--- config.mk ---
export PLATFORM = sky130hd
export DESIGN_NAME = windowed_watchdog_arm_logic
export DESIGN_NICKNAME = d
export VERILOG_FILES = /design/src/shared/wdog_pkg.sv /design/src/rtl/wdog_axil_slave.sv /design/src/rtl/wdog_tick_sync.sv /design/src/rtl/windowed_watchdog_arm_logic.sv
export SDC_FILE = /design/constraint.sdc
export NUM_CORES = 1
export LEC_CHECK = 0
export ABC_AREA = 1
export BUFFER_PORTS_ARGS = -buffer_cell sky130_fd_sc_hd__buf_2
export CAP_MARGIN = 15
export CORE_UTILIZATION = 35
export CTS_BUF_LIST = sky130_fd_sc_hd__clkbuf_16
export DETAILED_ROUTE_END_ITERATION = 7
export PLACE_DENSITY = 0.57
export SYNTH_ARGS = -nofsm -noshare
export SYNTH_HDL_FRONTEND = slang
export SYNTH_SLANG_ARGS = --single-unit
--- constraint.sdc ---
create_clock -name sys_clk -period 8.2 [get_ports sys_clk]
set_input_delay 1.23 -clock sys_clk [delete_from_list [all_inputs] [get_ports sys_clk]]
set_output_delay 1.23 -clock sys_clk [all_outputs]
set_load 0.005 [all_outputs]
--- src/shared/wdog_pkg.sv ---
// package: register map, field layout and timing constants of the windowed watchdog
package wdog_pkg;
    localparam int          ADDR_W          = 8;
    // printed offsets 0x3C and 0x3F are not all multiples of four: they are indices
    localparam logic [7:0]  IDX_CONTROL     = 8'h3C;
    localparam logic [7:0]  IDX_RESTART     = 8'h3F;
    localparam logic [7:0]  IDX_TEST0       = 8'h40;
    localparam logic [7:0]  IDX_TEST1       = 8'h41;
    localparam logic [7:0]  IDX_STATUS      = 8'h42;
    localparam int          BIT_WINDOW      = 7;
    localparam int          BIT_DBGSTOP     = 6;
    localparam int          BIT_WMASK       = 5;
    localparam int          RATE_HI         = 2;
    localparam logic [2:0]  RATE_OFF        = 3'h0;
    localparam logic [2:0]  RATE_LONGEST    = 3'h7;
    localparam logic [7:0]  KEY_ARM         = 8'h55;
    localparam logic [7:0]  KEY_FIRE        = 8'hAA;
    localparam logic [7:0]  READ_ZERO       = 8'h00;
    localparam logic [1:0]  RESP_OKAY       = 2'h0;
    localparam logic [1:0]  RESP_SLVERR     = 2'h2;
    localparam int          CNT_W           = 24;
    localparam int          CLK_MHZ         = 200;
    localparam int          RESET_PULSE_NS  = 100;
    localparam int          RESET_PULSE_CYC = (RESET_PULSE_NS * CLK_MHZ) / 1000;
    localparam int          PULSE_W         = 8;
    // period exponents for rate codes 1..7
    function automatic logic [4:0] rateExp(input logic [2:0] r);
        unique case (r)
            3'h1: rateExp = 5'h0E;
            3'h2: rateExp = 5'h10;
            3'h3: rateExp = 5'h12;
            3'h4: rateExp = 5'h14;
            3'h5: rateExp = 5'h16;
            3'h6: rateExp = 5'h17;
            3'h7: rateExp = 5'h18;
            default: rateExp = 5'h18;
        endcase
    endfunction : rateExp
endpackage : wdog_pkg

--- src/rtl/wdog_axil_slave.sv ---
// AXI4-Lite slave that turns bus cycles into single-cycle register strobes
`timescale 1ns/10ps
module wdog_axil_slave (
    input  wire logic        sys_clk,
    input  wire logic        reset,
    input  wire logic [9:0]  s_axi_awaddr,
    input  wire logic        s_axi_awvalid,
    output logic             s_axi_awready,
    input  wire logic [31:0] s_axi_wdata,
    input  wire logic [3:0]  s_axi_wstrb,
    input  wire logic        s_axi_wvalid,
    output logic             s_axi_wready,
    output logic [1:0]       s_axi_bresp,
    output logic             s_axi_bvalid,
    input  wire logic        s_axi_bready,
    input  wire logic [9:0]  s_axi_araddr,
    input  wire logic        s_axi_arvalid,
    output logic             s_axi_arready,
    output logic [31:0]      s_axi_rdata,
    output logic [1:0]       s_axi_rresp,
    output logic             s_axi_rvalid,
    input  wire logic        s_axi_rready,
    output logic             wrStb,
    output logic [7:0]       wrIdx,
    output logic [7:0]       wrData,
    output logic             rdStb,
    output logic [7:0]       rdIdx,
    input  wire logic [7:0]  rdData,
    input  wire logic        rdHit,
    input  wire logic        wrHit
);
    logic       awHave_q;
    logic       wHave_q;
    logic [7:0] awIdx_q;
    logic [7:0] wByte_q;
    logic       wLane_q;
    logic       rdPend_q;

    wire awTake = s_axi_awvalid && s_axi_awready;
    wire wTake  = s_axi_wvalid && s_axi_wready;
    wire arTake = s_axi_arvalid && s_axi_arready;
    wire doWrite = awHave_q && wHave_q && !s_axi_bvalid;

    // next-state views so that the ready outputs can come from flops
    wire awHave_d = (awHave_q || awTake) && !doWrite;
    wire wHave_d  = (wHave_q || wTake) && !doWrite;
    wire bvalid_d = doWrite || (s_axi_bvalid && !s_axi_bready);
    wire rdPend_d = arTake;
    wire rvalid_d = rdPend_q || (s_axi_rvalid && !s_axi_rready);
    assign wrIdx  = awIdx_q;
    assign wrData = wByte_q;
    assign wrStb  = doWrite && wLane_q && wrHit;
    assign rdStb  = rdPend_q;

    always_ff @(posedge sys_clk or posedge reset) begin
        if (reset) begin
            awHave_q <= 1'b0;
            wHave_q <= 1'b0;
            awIdx_q <= 8'h00;
            wByte_q <= 8'h00;
            wLane_q <= 1'b0;
            s_axi_bvalid <= 1'b0;
            s_axi_bresp <= wdog_pkg::RESP_OKAY;
            s_axi_awready <= 1'b0;
            s_axi_wready <= 1'b0;
        end else begin
            s_axi_awready <= !awHave_d && !bvalid_d;
            s_axi_wready <= !wHave_d && !bvalid_d;
            if (awTake) begin
                awHave_q <= 1'b1;
                awIdx_q <= s_axi_awaddr[9:2];
            end
            if (wTake) begin
                wHave_q <= 1'b1;
                wByte_q <= s_axi_wdata[7:0];
                wLane_q <= s_axi_wstrb[0];
            end
            if (doWrite) begin
                awHave_q <= 1'b0;
                wHave_q <= 1'b0;
                s_axi_bvalid <= 1'b1;
                s_axi_bresp <= wrHit ? wdog_pkg::RESP_OKAY : wdog_pkg::RESP_SLVERR;
            end else if (s_axi_bvalid && s_axi_bready) begin
                s_axi_bvalid <= 1'b0;
            end
        end
    end

    always_ff @(posedge sys_clk or posedge reset) begin
        if (reset) begin
            rdPend_q <= 1'b0;
            rdIdx <= 8'h00;
            s_axi_rvalid <= 1'b0;
            s_axi_rdata <= 32'h0000_0000;
            s_axi_rresp <= wdog_pkg::RESP_OKAY;
            s_axi_arready <= 1'b0;
        end else begin
            s_axi_arready <= !rdPend_d && !rvalid_d;
            if (arTake) begin
                rdPend_q <= 1'b1;
                rdIdx <= s_axi_araddr[9:2];
            end
            if (rdPend_q) begin
                rdPend_q <= 1'b0;
                s_axi_rvalid <= 1'b1;
                s_axi_rdata <= {24'h00_0000, rdData};
                s_axi_rresp <= rdHit ? wdog_pkg::RESP_OKAY : wdog_pkg::RESP_SLVERR;
            end else if (s_axi_rvalid && s_axi_rready) begin
                s_axi_rvalid <= 1'b0;
            end
        end
    end
endmodule : wdog_axil_slave

--- src/rtl/wdog_tick_sync.sv ---
// selects the watchdog count source, synchronises it and emits one enable per rising edge
`timescale 1ns/10ps
module wdog_tick_sync (
    input  wire logic sys_clk,
    input  wire logic reset,
    input  wire logic internalRcClk,
    input  wire logic crystalOscClk,
    input  wire logic watchdogClkSel,
    output logic      countTick,
    output logic      selChanged
);
    logic srcRaw;
    logic sync1_q;
    logic sync2_q;
    logic last_q;
    logic selLast_q;

    assign srcRaw = watchdogClkSel ? crystalOscClk : internalRcClk;
    assign countTick = sync2_q && !last_q;
    assign selChanged = watchdogClkSel != selLast_q;

    always_ff @(posedge sys_clk or posedge reset) begin
        if (reset) begin
            sync1_q <= 1'b0;
            sync2_q <= 1'b0;
            last_q <= 1'b0;
            selLast_q <= 1'b0;
        end else begin
            sync1_q <= srcRaw;
            sync2_q <= sync1_q;
            last_q <= sync2_q;
            selLast_q <= watchdogClkSel;
        end
    end
endmodule : wdog_tick_sync

--- src/rtl/windowed_watchdog_arm_logic.sv ---
// windowed watchdog: control register, restart-key check, period counter and reset generation
//
// Contract
// window mode: key writes only in last quarter of period; earlier ones force reset
// repeated 0x55 allowed; 0xAA after a 0x55 restarts the period
// debug-stop bit 6 set halts watchdog and tick counters in debug mode
// mask bit 5 set keeps window and rate, and spends no write-once
// nonzero rate write enables the counter and starts a new period
// period expiry without restart asserts system reset
// enabled, debug active, stop bit clear, special mode: longest period, no window
// rate codes 1..7 select 2^14,16,18,20,22,23,24 count cycles; 0 disables
// restart register reads 0x00 and accepts writes anytime
// rate 000: restart-register writes are ignored
// enabled: any key other than 0x55 or 0xAA forces reset at once
// software completes the key pair before the period expires
// factory test registers writable only in special mode, readable always
// mask clear: window and rate writable anytime in special, once in normal
// debug-stop set-only in normal mode; 0-to-1 change restarts the period
// in special mode every control write restarts the period
// clock select picks crystal or RC source; changing it restarts the period
// each restart clears the period counter to zero
//
// The AXI4-Lite slave port was chosen for this implementation.
`timescale 1ns/10ps
module windowed_watchdog_arm_logic #(
    parameter logic [7:0] TEST0_RESET = 8'h00,
    parameter logic [7:0] TEST1_RESET = 8'h00
) (
    input  wire logic        sys_clk,
    input  wire logic        reset,
    input  wire logic [9:0]  s_axi_awaddr,
    input  wire logic        s_axi_awvalid,
    output logic             s_axi_awready,
    input  wire logic [31:0] s_axi_wdata,
    input  wire logic [3:0]  s_axi_wstrb,
    input  wire logic        s_axi_wvalid,
    output logic             s_axi_wready,
    output logic [1:0]       s_axi_bresp,
    output logic             s_axi_bvalid,
    input  wire logic        s_axi_bready,
    input  wire logic [9:0]  s_axi_araddr,
    input  wire logic        s_axi_arvalid,
    output logic             s_axi_arready,
    output logic [31:0]      s_axi_rdata,
    output logic [1:0]       s_axi_rresp,
    output logic             s_axi_rvalid,
    input  wire logic        s_axi_rready,
    input  wire logic        specialMode,
    input  wire logic        debugActive,
    input  wire logic        internalRcClk,
    input  wire logic        crystalOscClk,
    input  wire logic        watchdogClkSel,
    output logic             systemReset,
    output logic             tickTimerHalt
);
    typedef enum logic [1:0] {IDLE, ARMED} key_state_t;

    key_state_t        keyState_q;
    key_state_t        keyState_d;
    logic              window_q;
    logic              dbgStop_q;
    logic [2:0]        rate_q;
    logic              onceUsed_q;
    logic [7:0]        test0_q;
    logic [7:0]        test1_q;
    logic [wdog_pkg::CNT_W:0] count_q;
    logic [wdog_pkg::CNT_W:0] count_d;
    logic [wdog_pkg::PULSE_W-1:0] pulse_q;
    logic              fault_q;

    logic              wrStb;
    logic [7:0]        wrIdx;
    logic [7:0]        wrData;
    logic [7:0]        rdIdx;
    logic [7:0]        rdData;
    logic              rdHit;
    logic              wrHit;
    logic              countTick;
    logic              selChanged;

    wdog_axil_slave u_bus (
        .sys_clk       (sys_clk),
        .reset         (reset),
        .s_axi_awaddr  (s_axi_awaddr),
        .s_axi_awvalid (s_axi_awvalid),
        .s_axi_awready (s_axi_awready),
        .s_axi_wdata   (s_axi_wdata),
        .s_axi_wstrb   (s_axi_wstrb),
        .s_axi_wvalid  (s_axi_wvalid),
        .s_axi_wready  (s_axi_wready),
        .s_axi_bresp   (s_axi_bresp),
        .s_axi_bvalid  (s_axi_bvalid),
        .s_axi_bready  (s_axi_bready),
        .s_axi_araddr  (s_axi_araddr),
        .s_axi_arvalid (s_axi_arvalid),
        .s_axi_arready (s_axi_arready),
        .s_axi_rdata   (s_axi_rdata),
        .s_axi_rresp   (s_axi_rresp),
        .s_axi_rvalid  (s_axi_rvalid),
        .s_axi_rready  (s_axi_rready),
        .wrStb         (wrStb),
        .wrIdx         (wrIdx),
        .wrData        (wrData),
        .rdStb         (),
        .rdIdx         (rdIdx),
        .rdData        (rdData),
        .rdHit         (rdHit),
        .wrHit         (wrHit)
    );

    wdog_tick_sync u_tick (
        .sys_clk        (sys_clk),
        .reset          (reset),
        .internalRcClk  (internalRcClk),
        .crystalOscClk  (crystalOscClk),
        .watchdogClkSel (watchdogClkSel),
        .countTick      (countTick),
        .selChanged     (selChanged)
    );

    // register decode
    wire hitCtrl  = wrIdx == wdog_pkg::IDX_CONTROL;
    wire hitKey   = wrIdx == wdog_pkg::IDX_RESTART;
    wire hitTest0 = wrIdx == wdog_pkg::IDX_TEST0;
    wire hitTest1 = wrIdx == wdog_pkg::IDX_TEST1;
    assign wrHit = hitCtrl || hitKey || hitTest0 || hitTest1;
    assign rdHit = (rdIdx == wdog_pkg::IDX_CONTROL) || (rdIdx == wdog_pkg::IDX_RESTART)
                || (rdIdx == wdog_pkg::IDX_TEST0) || (rdIdx == wdog_pkg::IDX_TEST1)
                || (rdIdx == wdog_pkg::IDX_STATUS);

    wire enabled = rate_q != wdog_pkg::RATE_OFF;
    wire [7:0] ctrlView = {window_q, dbgStop_q, 1'b0, 2'b00, rate_q};
    wire [7:0] statusView = {5'h00, fault_q, keyState_q == ARMED, enabled};
    assign rdData = (rdIdx == wdog_pkg::IDX_CONTROL) ? ctrlView :
                    (rdIdx == wdog_pkg::IDX_TEST0)   ? test0_q :
                    (rdIdx == wdog_pkg::IDX_TEST1)   ? test1_q :
                    (rdIdx == wdog_pkg::IDX_STATUS)  ? statusView :
                    wdog_pkg::READ_ZERO;

    // control write qualification
    wire ctrlWr    = wrStb && hitCtrl;
    wire maskBit   = wrData[wdog_pkg::BIT_WMASK];
    wire fieldWr   = ctrlWr && !maskBit && (specialMode || !onceUsed_q);
    wire [2:0] newRate = wrData[wdog_pkg::RATE_HI:0];
    wire newWin    = wrData[wdog_pkg::BIT_WINDOW];
    wire newDbg    = wrData[wdog_pkg::BIT_DBGSTOP];
    // in normal mode writing 000 or window-off leaves the field alone
    wire [2:0] rate_d = !fieldWr ? rate_q :
                        (specialMode || newRate != wdog_pkg::RATE_OFF) ? newRate : rate_q;
    wire win_d  = !fieldWr ? window_q : (specialMode ? newWin : (window_q | newWin));
    wire dbg_d  = !ctrlWr ? dbgStop_q : (specialMode ? newDbg : (dbgStop_q | newDbg));

    // override and halt
    wire override = enabled && debugActive && !dbgStop_q && specialMode;
    wire halted   = debugActive && dbgStop_q;
    wire [2:0] effRate = override ? wdog_pkg::RATE_LONGEST : rate_q;
    wire effWin   = window_q && !override;
    wire [4:0] expo = wdog_pkg::rateExp(effRate);
    wire [wdog_pkg::CNT_W:0] period = (wdog_pkg::CNT_W+1)'(1) << expo;
    wire [wdog_pkg::CNT_W:0] winStart = period - (period >> 2);
    wire inWindow = count_q >= winStart;

    // restart sources
    wire ctrlRestart = ctrlWr && (specialMode
                       || (fieldWr && newRate != wdog_pkg::RATE_OFF)
                       || (fieldWr && newWin)
                       || (!dbgStop_q && dbg_d));
    wire keyWr     = wrStb && hitKey && enabled;
    wire keyBadVal = keyWr && wrData != wdog_pkg::KEY_ARM && wrData != wdog_pkg::KEY_FIRE;
    wire keyEarly  = keyWr && effWin && !inWindow;
    wire keyFire   = keyWr && wrData == wdog_pkg::KEY_FIRE && keyState_q == ARMED && !keyEarly;
    wire expired   = enabled && !halted && countTick && (count_q + 1'b1) >= period;
    wire restart   = ctrlRestart || keyFire || selChanged;
    wire trip      = keyBadVal || keyEarly || expired;

    always_comb begin
        keyState_d = keyState_q;
        if (restart || !enabled) begin
            keyState_d = IDLE;
        end else if (keyWr && wrData == wdog_pkg::KEY_ARM) begin
            keyState_d = ARMED;
        end
    end

    always_comb begin
        count_d = count_q;
        if (restart || !enabled) begin
            count_d = '0;
        end else if (countTick && !halted) begin
            count_d = count_q + 1'b1;
        end
    end

    always_ff @(posedge sys_clk or posedge reset) begin
        if (reset) begin
            rate_q <= wdog_pkg::RATE_OFF;
            window_q <= 1'b0;
            dbgStop_q <= 1'b0;
            onceUsed_q <= 1'b0;
        end else begin
            rate_q <= rate_d;
            window_q <= win_d;
            dbgStop_q <= dbg_d;
            if (fieldWr) begin
                onceUsed_q <= 1'b1;
            end
        end
    end

    always_ff @(posedge sys_clk or posedge reset) begin
        if (reset) begin
            test0_q <= TEST0_RESET;
            test1_q <= TEST1_RESET;
        end else if (wrStb && specialMode) begin
            if (hitTest0) test0_q <= wrData;
            if (hitTest1) test1_q <= wrData;
        end
    end

    always_ff @(posedge sys_clk or posedge reset) begin
        if (reset) begin
            keyState_q <= IDLE;
            count_q <= '0;
        end else begin
            keyState_q <= keyState_d;
            count_q <= count_d;
        end
    end

    // reset pulse stretch; the tripped flag survives until bus reset
    always_ff @(posedge sys_clk or posedge reset) begin
        if (reset) begin
            pulse_q <= '0;
            systemReset <= 1'b0;
            fault_q <= 1'b0;
            tickTimerHalt <= 1'b0;
        end else begin
            tickTimerHalt <= halted;
            if (trip) begin
                pulse_q <= wdog_pkg::PULSE_W'(wdog_pkg::RESET_PULSE_CYC);
                systemReset <= 1'b1;
                fault_q <= 1'b1;
            end else if (pulse_q != '0) begin
                pulse_q <= pulse_q - 1'b1;
                systemReset <= pulse_q != 8'h01;
            end else begin
                systemReset <= 1'b0;
            end
        end
    end
endmodule : windowed_watchdog_arm_logic

# After elaboration in Yosys (flattened, before gate mapping)

Cells that the tools add are included.

Register bits after elaboration: 109
Bits of input ports: 68
Output and inout port bits: 43
Word-level logic and storage cells: 187

Add/sub/neg operators: 3
Order comparisons: 2
Equality and inequality tests: 22
Shifts and indexed selects: 1
Muxes and demuxes: 30
Bitwise gates (word level): 2
Reductions and logical operators: 96

Operators with widths:

| kind                                                                    | number |
|---|---|
| 25-bit >= comparator                                                    | 2 |
| 25-bit 2-to-1 mux                                                       | 2 |
| 8-bit by 7-bit == test with 1-bit output, second input constant         | 6 |
| 1-bit logical AND                                                       | 44 |
| 8-bit 2-to-1 mux                                                        | 5 |
| 8-bit by 6-bit == test with 1-bit output, second input constant         | 4 |
| 5-bit case mux with 6 select lines                                      | 1 |
| 25-bit by 1-bit adder with 25-bit output, second input constant         | 1 |
| 1-bit by 5-bit left shift with 25-bit output, first input constant      | 1 |
| 25-bit by 23-bit subtractor with 25-bit output                          | 1 |
| 1-bit logical OR                                                        | 21 |
| 1-bit zero test                                                         | 18 |
| 1-bit 2-to-1 mux                                                        | 16 |
| 2-bit nonzero test                                                      | 7 |
| 3-bit == test, second input constant                                    | 3 |
| 8-bit == test, second input constant                                    | 1 |
| 2-bit 2-to-1 mux                                                        | 4 |
| 8-bit by 1-bit inequality test with 1-bit output, second input constant | 1 |
| 8-bit by 7-bit inequality test with 1-bit output, second input constant | 1 |
| 8-bit inequality test, second input constant                            | 1 |
| 8-bit nonzero test                                                      | 1 |
| 8-bit by 1-bit subtractor with 8-bit output, second input constant      | 1 |
| 3-bit by 2-bit == test with 1-bit output, second input constant         | 2 |
| 3-bit 2-to-1 mux                                                        | 2 |
| 6 further kinds                                                         | 10 |

# Longest topological paths before layout

Gate-level depths: netlist of the first run.

Word-level depth: 18
Mapped depth: 30
Mapped depth without buffers: 29

# Hierarchy

Synthesis of the first run repeated with hierarchy kept, for this count alone.

Cell total of the unflattened synthesis: 1079
Area, all modules: 7887.6 µm²

Modules (own cells, without submodules):

| module                      | times used | cells an instance | area an instance (µm²) | seq. area each (µm²) |
|---|---|---|---|---|
| windowed_watchdog_arm_logic | 1          | 853               | 5840.6                 | 1476.4 |
| wdog_axil_slave             | 1          | 211               | 1905.6                 | 1076.0 |
| wdog_tick_sync              | 1          | 15                | 141.4                  | 100.1 |

# Worst setup path before layout of the first run

No wires, ideal clock.

Kind: input to register
From: input specialMode
To: register count_q[12] (netlist name)
Setup time: 0.121 ns
Arrival: 3.959 ns
Data required time: 8.079 ns
Slack: 4.120 ns
Stages on the path: 25
Buffers on the path: 1
Cell sequence: nand3_2 -> nand3_1 -> nor2_1 -> inv_1 -> ha_1 -> nand2_1 -> nor2_1 -> inv_1 -> nor3_1 -> nand3_1 -> nand4_1 -> nand2_1 -> ha_1 -> nand2_1 -> nor2_1 -> nand2_1 -> nor2_1 -> nand3_1 -> nand2_1 -> nor2_1 -> nand3_1 -> nand2_2 -> nand2_2 -> buf_6 -> nor2_2

Longest elaborated chain between the ends: 15
Elaborated cells on any way between the ends: 35
Those cells by class: add/sub (1); order compare (1); eq/ne (6); shift (1); mux (5); reduce/logical (21)

RTL lines:

| item                                                    | RTL line                           | RTL |
|---|---|---|
| start, declared                                         | windowed_watchdog_arm_logic.sv:48  | `input wire logic specialMode,` |
| 1-bit logical AND                                       | windowed_watchdog_arm_logic.sv:154 | `wire override = enabled && debugActive && !dbgStop_q && specialMode;` |
| 3-bit 2-to-1 mux                                        | windowed_watchdog_arm_logic.sv:156 | `wire [2:0] effRate = override ? wdog_pkg::RATE_LONGEST : rate_q;` |
| 3-bit == test (tied with other cells)                   | wdog_pkg.sv:28                     | `unique case (r)` |
| 5-bit case mux with 6 select lines                      | wdog_pkg.sv:28                     |  |
| 1-bit by 5-bit left shift with 25-bit output            | windowed_watchdog_arm_logic.sv:159 | `wire [wdog_pkg::CNT_W:0] period = (wdog_pkg::CNT_W+1)'(1) << expo;` |
| 25-bit by 23-bit subtractor with 25-bit output          | windowed_watchdog_arm_logic.sv:160 | `wire [wdog_pkg::CNT_W:0] winStart = period - (period >> 2);` |
| 25-bit >= comparator                                    | windowed_watchdog_arm_logic.sv:161 | `wire inWindow = count_q >= winStart;` |
| 1-bit zero test                                         | windowed_watchdog_arm_logic.sv:170 | `wire keyEarly = keyWr && effWin && !inWindow;` |
| 1-bit logical AND                                       | windowed_watchdog_arm_logic.sv:170 |  |
| 1-bit zero test                                         | windowed_watchdog_arm_logic.sv:171 | `wire keyFire = keyWr && wrData == wdog_pkg::KEY_FIRE && keyState_q == ARMED && !keyEarly;` |
| 1-bit logical AND                                       | windowed_watchdog_arm_logic.sv:171 |  |
| 1-bit logical OR * (2 in a row)                         | windowed_watchdog_arm_logic.sv:173 | `wire restart = ctrlRestart \|\| keyFire \|\| selChanged;` |
| 1-bit logical OR *                                      | windowed_watchdog_arm_logic.sv:187 | `if (restart \|\| !enabled) begin` |
| 25-bit 2-to-1 mux or 2-bit nonzero test (tied branches) | n/a                                |  |
| end signal, assigned                                    | windowed_watchdog_arm_logic.sv:226 | `count_q <= count_d;` |
| end, declared                                           | windowed_watchdog_arm_logic.sv:66  | `logic [wdog_pkg::CNT_W:0] count_q;` |

Mark *: on every way between the ends. The rest lies on a longest branch, timed or not.
A chain may end at the register's enable or synchronous reset.

# Worst setup path after layout of the first run

From: input specialMode
To: register count_q[10] (netlist name)

The elaborated chain is that of the path after synthesis.

==> results, run 1 <==
- TritonCTS built the clock tree.
- The overflow left after global routing is 0.
- The number of different library cells in the post-synthesis netlist is 52.
- The initial utilization of the core area, before any placement, comes to 0.360.
- The clock net in this run drives a total of 106 sinks.
- For the pin with the worst max-slew slack, the measured transition is 1.02 ns.
- The top achievable clock speed is 0.210 GHz.
- Once detail routing completed, the nets flagged for antenna violations numbered 0.
- Once the clock tree was built, the setup fixing pass inserted 0 buffers.
- The area of the mapped netlist is approximately 7700 um2.
- The setup violation total in the final timing report is 0.
- Among the stages of the critical path, the cell type that occurs most often is sky130_fd_sc_hd__nor2_1.
- Leaving out fill and tap cells, the most frequent cell in the layout is sky130_fd_sc_hd__nand2_1.
- The average footprint of a synthesized cell is 7.22 um2.
- The number of enable flip-flop cells after synthesis is 0.
- In the final timing run, aggregate negative setup slack is 0 ns.
- After synthesis, the cell types taking the most area are sky130_fd_sc_hd__dfrtp_1, sky130_fd_sc_hd__nand2_1, sky130_fd_sc_hd__ha_1, sky130_fd_sc_hd__inv_1, sky130_fd_sc_hd__nor2_1.
- The diode insertion count for antenna repair is 0.
- Prior to clock tree synthesis, the placed netlist has a worst setup slack of 3.06 ns.
- The critical path in this run is classified as in2reg.
- After legalization and detailed placement, the total HPWL measured 13700 um.
- The final number of hold-violating endpoints came to 0.
- From bottom edge to top edge, the die measures 150 um.
- The number of synthesis warnings is 0.
- The register bit count reported by yosys is 106.
- The total core area is 21300 um2.
- In the post-route analysis, the smallest setup slack over all paths is 3.43 ns.
- The clock skew is 0.0149 ns.
- The most common flop cell mapped by yosys is sky130_fd_sc_hd__dfrtp_1.
- The flow ran to the end, and the final reports show no timing, DRC or antenna violations.
- The critical path's slowest cell is sky130_fd_sc_hd__nand2_2.
- In this run, the number of DRC markers left after iteration 0 of detailed routing was around 320.
- Together, buffers and inverters on the worst path number 3.
- Of the post-synthesis cell area, the dominant cell type holds 0.346.
- For this block, wires on met1 add up to about 8800 um.
- The path category of the worst min-delay check is reg2reg.
- Synthesis produced a netlist whose cell count is 1062.
- The final layout contains routed wiring with a total length of 17700 um.
- The number of global-route vias before repair came to 6159.
- The global-route wire length before repair is between 30000 and 40000 um.
- The worst setup path is captured at a flop.
- After the last flow step, the layout net total stands at approximately 1300.
- The total global-route track usage is 0.169.
- After detailed routing, the met2 layer carries 8090 um of wire.
- The initial antenna violation count came to 0.
- The die span in x is 150 um.
- For this run, asynchronously set or reset flops after synthesis account for 1.00.
- The ratio of final minimum period to clock period is 0.581.
- The count of standard-cell rows is 53.
- For this design the top-level I/O count stands at 111.
- At the worst endpoint, the required time is approximately 8.4 ns.
- The layout-stage area growth over the synthesis result is 12.6%.
- The max-slew headroom at the worst pin is 0.316.
- The worst-case IR drop observed on VDD is around 0.12 mV.
- Entering global routing, the biggest net connects 56 pins.
- The total DRC errors in the routed layout is 0.
- The clock network latency to the later pin of the worst-skew pair is 0.36 ns.
- The uppermost layer routed is met4.
- Before antenna repair, the detailed router went through 5 iterations.
- The core utilization of the finished layout is 0.406.
- The proportion of synthesized chip area in sequential cells is 0.346.
- The detailed-route via count is 6618.
- The number of fillers in the final layout is 2215.
- The cell sitting at the root of the clock tree is a sky130_fd_sc_hd__clkbuf_16.
- The largest stage delay on the critical path is 0.46 ns.
- In this run, post-CTS repair resized a total of 0 instances.
- The final count of pins violating max slew came to 0.
- Of the cells placed in the final design, the portion with a size suffix greater than 1 is 0.111.
- The number of maximum-capacitance violations is 0.
- Counting along the longest clock path gives a buffer depth of 2.
- In this design, the largest share of critical-path delay is due to simple AND/OR/NAND/NOR gates.
- Setup repair after global routing left no endpoint under its margin.
- The number of port buffers is 53.
- The amount of wire on met3 after detailed routing is ~500 um.
- The static leakage is 4.61 nW.
- The total die area is 22500 um2.
- The clock-pin slew of the registers on the worst-case setup and hold paths is 0.08 ns.
- The detail-routed net length per standard cell is about 12 um.
- Of all cell types, the one taking the most synthesized area is sky130_fd_sc_hd__dfrtp_1.
- STA classifies the critical path startpoint as an input port.
- Along the worst path, the maximum fanout reaches 24.
- Using the TritonRoute via totals, the vias-per-cell ratio works out to 4.60.
- Buffers inserted to repair hold after CTS numbered 0.
- The deepest level of the CTS H-tree is 3.
- The top cell types in the final layout, fill and taps aside, are sky130_fd_sc_hd__nand2_1, sky130_fd_sc_hd__inv_1, sky130_fd_sc_hd__nor2_1.
- Power spread over the standard cell area amounts to 178 nW/um2.
- The clock buffer count from CTS is 9.
- The critical path data arrival time is 4.99 ns.
- At the end of routability-driven placement, the weighted congestion stood at 0.878.
- The smallest clock period supported by the final layout is computed as 4.77 ns.
==> state kept, by name, summed over array words and instances (netlist names), 3 cells and up <==
register and cells:
test0_q 8, u_bus.wrData 8, test1_q 8, u_bus.s_axi_rdata 8, rate_q 3, u_bus.rdIdx 8, pulse_q 8, count_q 25
u_bus.wrIdx 8
==> layout make-up <==
type | instances | area [um2] | share of cell area
clock buffers | 9 | 225 | 0.0261
well taps | 275 | 344 | 0.0398
clock inverters | 7 | 110 | 0.0127
multi-input cells | 843 | 4480 | 0.519
flip-flops and latches | 106 | 2650 | 0.307
repair buffers | 55 | 280 | 0.0325
inverters | 143 | 541 | 0.0626
==> kinds of logic (layout without fill, tap and decap cells) <==
group,count (synthesis),after routing,share of synthesized area
flops,106,106,0.346
other cells,2,71,0.000979
mux,2,2,0.00294
xor+xnor,29,29,0.0341
simple gates,536,536,0.312
buf+inv,182,214,0.104
fa+ha+maj,60,60,0.0979
compound gates,145,145,0.102
==> synthesized netlist by cell type (4+ instances only) <==
library cell and instances:
sky130_fd_sc_hd__dfrtp_1 106, sky130_fd_sc_hd__nand2_4 4, sky130_fd_sc_hd__nand2_1 257, sky130_fd_sc_hd__a31oi_1 4
sky130_fd_sc_hd__clkbuf_1 8, sky130_fd_sc_hd__nand4_1 19, sky130_fd_sc_hd__a21oi_1 52, sky130_fd_sc_hd__inv_2 11
sky130_fd_sc_hd__nor4_1 6, sky130_fd_sc_hd__nor2_2 14, sky130_fd_sc_hd__or2_2 4, sky130_fd_sc_hd__nor2_1 126
sky130_fd_sc_hd__nand3_2 5, sky130_fd_sc_hd__buf_4 26, sky130_fd_sc_hd__o21ai_1 14, sky130_fd_sc_hd__ha_1 60
sky130_fd_sc_hd__inv_1 130, sky130_fd_sc_hd__nand2_2 7, sky130_fd_sc_hd__nand3_1 60, sky130_fd_sc_hd__xnor2_1 6
sky130_fd_sc_hd__nor3_1 18, sky130_fd_sc_hd__xor2_1 22, sky130_fd_sc_hd__o21ai_0 58
==> metal layers <==
| layer | up-vias | GRT usage |
|---|---|---|
| met5 | - | 0 |
| met4 | 0 | 0.0399 |
| met3 | 17 | 0.0287 |
| met2 | 89 | 0.275 |
| met1 | 2985 | 0.234 |
| li1 | 3527 | - |
==> stage by stage <==
| step | cell area [um2] | hold WS [ns] | power (mW) | instances |
|---|---|---|---|---|
| floorplan | 7930 | 0.331 | 0.950 | 1131 |
| global placement | 8300 | 0.336 | 1.05 | 1422 |
| detailed placement | 8300 | 0.336 | 1.06 | 1422 |
| CTS | 8640 | 0.355 | 1.55 | 1438 |
| global route | 8640 | 0.366 | 1.65 | 1438 |
| finish | 8640 | 0.352 | 1.54 | 1438 |
==> power by group <==
part	internal (mW)	switching [mW]
sequential	0.616	0.0601
combinational	0.124	0.250
clock	0.274	0.215
total	1.01	0.525
==> worst paths after layout <==
| path | end | start | slack, ns | cells after the start |
|---|---|---|---|---|
| setup / recovery | count_q[10] | specialMode | 3.43 | 25 |
| min in group asynchronous | u_bus.rdIdx[3] | reset | 0.94 | 2 |
| max in group asynchronous | count_q[11] | reset | 6.08 | 3 |
| hold / removal | u_tick.sync2_q | u_tick.sync1_q | 0.35 | 0 |
| setup reg to reg | count_q[10] | rate_q[0] | 3.88 | 27 |
| hold reg to reg | u_tick.sync2_q | u_tick.sync1_q | 0.35 | 0 |
Power figures use the tool's default switching activity.
==> run 2: changes to the inputs <==
clock period = 4.4 ns   (was 8.2 ns; I/O delays follow)
==> run 2 against run 1 <==
Against the previous run: sequential share of layout area about the same; critical path depth up 3; wire length up 0.16%; global-route usage about the same; count of clock-buffer cells in the layout unchanged; clock skew about the same; hold slack worse by 0.17 ns; die area unchanged; flip-flop and latch count unchanged; final cell count up 0.28%; combinational power up 88%; cell area up 0.16%; largest cell class unchanged; largest power group unchanged.
==> results, run 2 (same netlist as run 1, synthesis figures left out) <==
- The run finished with clean final reports.
- The share of total power dissipated in the clock network is 0.289.
- 0 antenna diodes ended up in the layout.
- The kind of capture point of the worst setup path is a flop.
- The wire-length estimate of the detail-placed layout is about 14000 um.
- For this configuration, the core starts out at a cell density of 0.360.
- The final count of pins violating max slew is 0.
- Derived from the worst setup path, the maximum achievable clock frequency is 0.255 GHz.
- The setup violation total in the final timing report is 0.
- Entering global routing, the biggest net connects 101 pins.
- The initial antenna violation count is 0.
- The total global-route track usage is 0.169.
- The clock tree root buffer cell is sky130_fd_sc_hd__clkbuf_16.
- The number of buffers inserted for hold repair after clock tree synthesis is 0.
- The die covers 22500 um2.
- Of the total power, the share spent switching nets is 0.356.
- The detailed router's first-iteration violation count is 304.
- The clock reaches the later pin of the worst-skew pair after about 0.36 ns.
- Across the VDD grid, the largest voltage drop is 0.200 mV.
- The register with the most flip-flops in the layout has 25 of them.
- In the final layout, the share of cells above drive strength 1 is 0.114.
- The clock net sink count is between 100 and 150.
- TritonCTS built the clock tree.
- The total core area is 21300 um2.
- The layout-stage area growth over the synthesis result is 12.8%.
- Of the total power, registers draw 0.457.
- The path category of the worst min-delay check is in2async.
- The die span in x is 150 um.
- Across the run, the number of max-cap violations was 0.
- The placed instance area is 8360 um2.
- Of all nets on the critical path, the largest fanout is 23.
- Wires add up to 17700 um.
- Among all stages on the critical path, the largest delay is contributed by sky130_fd_sc_hd__dfrtp_1.
- The final design instance area without fill is between 8000 and 9000 um2.
- The first detailed-routing pass took 5 iterations.
- The count of standard-cell rows is 53.
- The worst setup path is launched from a flop.
- At the end of the flow the core is filled with cells to 0.406.
- The analysis attributes to cell leakage a power of between 4 and 5 nW.
- The layout has 2224 filler cells.
- The clock period could shrink to between 3 and 4 ns.
- The number of port buffers is 53.
- During I/O placement, the number of pins put on the boundary was 111.
- The detailed-route via count is 6661.
- The total DRC errors in the routed layout is 0.
- The deepest level of the CTS H-tree is 3.
- Counting along the longest clock path gives a buffer depth of 2.
- Across the routed clock network, the largest skew measured is 0.0149 ns.
- The library cells used most frequently in the layout, excluding fill and tap cells, are sky130_fd_sc_hd__nand2_1, sky130_fd_sc_hd__inv_1, sky130_fd_sc_hd__nor2_1.
- Total power for the finished layout comes to 2.76 mW.
- The final number of hold-violating endpoints is 0.
- The worst register-to-register path has a depth of 28.
- The required time at the endpoint of the critical path is 4.65 ns.
- The final worst slack is between 0.4 and 0.5 ns.
- The depth of the critical timing path with buffers and inverters included is 28.
- The number of global-route vias before repair is 6232.
- The total buffers and inverters traversed by the critical path is 5.
- The cell occurring most often along the worst timing path is sky130_fd_sc_hd__nand2_1.
- The most flop-heavy register is count_q.
- The share of total power dissipated in combinational logic is 0.255.
- The top cell family by delay on the critical path is simple AND/OR/NAND/NOR gates.
- Before CTS, the worst setup slack after placement is 0.137 ns.
- TritonCTS created 9 clock buffers.
- The worst setup path is of the reg2reg kind.
- The ratio of final minimum period to clock period is 0.890.
- The most common cell after layout, fill and taps aside is sky130_fd_sc_hd__nand2_1.
- The final antenna-violating net count is 0.
- The vertical extent of the die is around 150 um.
- The internal power of the cells totals about 1.8 mW.
- Dividing total power by cell area gives a power density of 319 nW/um2.
- Measured against its own limit, the worst slew margin works out to 0.315.
- Setup repair after global routing left no endpoint under its margin.
- The number of nets in the final layout is 1290.
- After clock tree synthesis, the clock-pin slew on the worst setup and hold paths is about 0.070 ns.
- The routability congestion estimate is 0.865.
- The switching power summed over all nets is 0.983 mW.
- The critical path data arrival time is 4.17 ns.
- The transition at the pin with the smallest max-transition slack is 1.02 ns.
- The overflow left after global routing is 0.
- On the worst path, the slowest cell contributes a delay of 0.44 ns.
- Adding up every negative setup slack in the final design gives 0 ns.
- The via-per-instance ratio is 4.62.
- Dividing the detail-routed wire length by the instance count gives 12.3 um.
- The global-route wire length before repair is 30000 um.
run 2: layer usage:
layer  GRT usage  vias to the layer above  part of all wire
met5           0                        -                 0
met4      0.0470                        0             0.014
met3      0.0244                       15             0.028
met2       0.275                       99              0.45
met1       0.233                     3003              0.50
li1            -                     3544                 -
run 2: layout make-up:
cell class | count | area (um2) | share of cell area
sequential | 106 | 2650 | 0.307
timing repair buffer | 59 | 335 | 0.0388
multi-input combinational | 843 | 4490 | 0.519
inverter | 143 | 541 | 0.0625
clock inverter | 7 | 66.3 | 0.00767
clock buffer | 9 | 225 | 0.0260
tap | 275 | 344 | 0.0398
run 2: metrics by stage:
| step | std cells | hold slack [ns] |
|---|---|---|
| after global routing | 1442 | 0.168 |
| after global placement | 1426 | 0.334 |
| after floorplan | 1131 | 0.331 |
| final | 1442 | 0.177 |
| after detailed placement | 1426 | 0.336 |
| after CTS | 1442 | 0.167 |
run 2: power groups by stage:
stage / Combinational (mW) / Clock (mW) / Sequential (mW)
floorplan: 0.517 / 0 / 1.25
global placement: 0.687 / 0 / 1.28
detailed placement: 0.698 / 0 / 1.28
CTS: 0.701 / 0.824 / 1.26
global route: 0.826 / 0.860 / 1.28
finish: 0.703 / 0.796 / 1.26
run 2: timing repair:
action / 4_1_cts / 5_1_grt
gates resized for setup: 0 / 1
setup endpoints to repair: 0 / 30
buffers inserted: 0 / 0
hold endpoints to repair: 0 / 0
run 2: path summary, 6_finish.rpt:
path | slack, ns | startpoint | endpoint
setup / recovery | 0.48 | rate_q[0] | count_q[20]
hold / removal | 0.18 | reset | pulse_q[1]
setup reg to reg | 0.48 | rate_q[0] | count_q[20]
hold reg to reg | 0.37 | u_tick.sync1_q | u_tick.sync2_q
max in group asynchronous | 3.47 | reset | dbgStop_q
min in group sys_clk | 0.37 | u_tick.sync1_q | u_tick.sync2_q
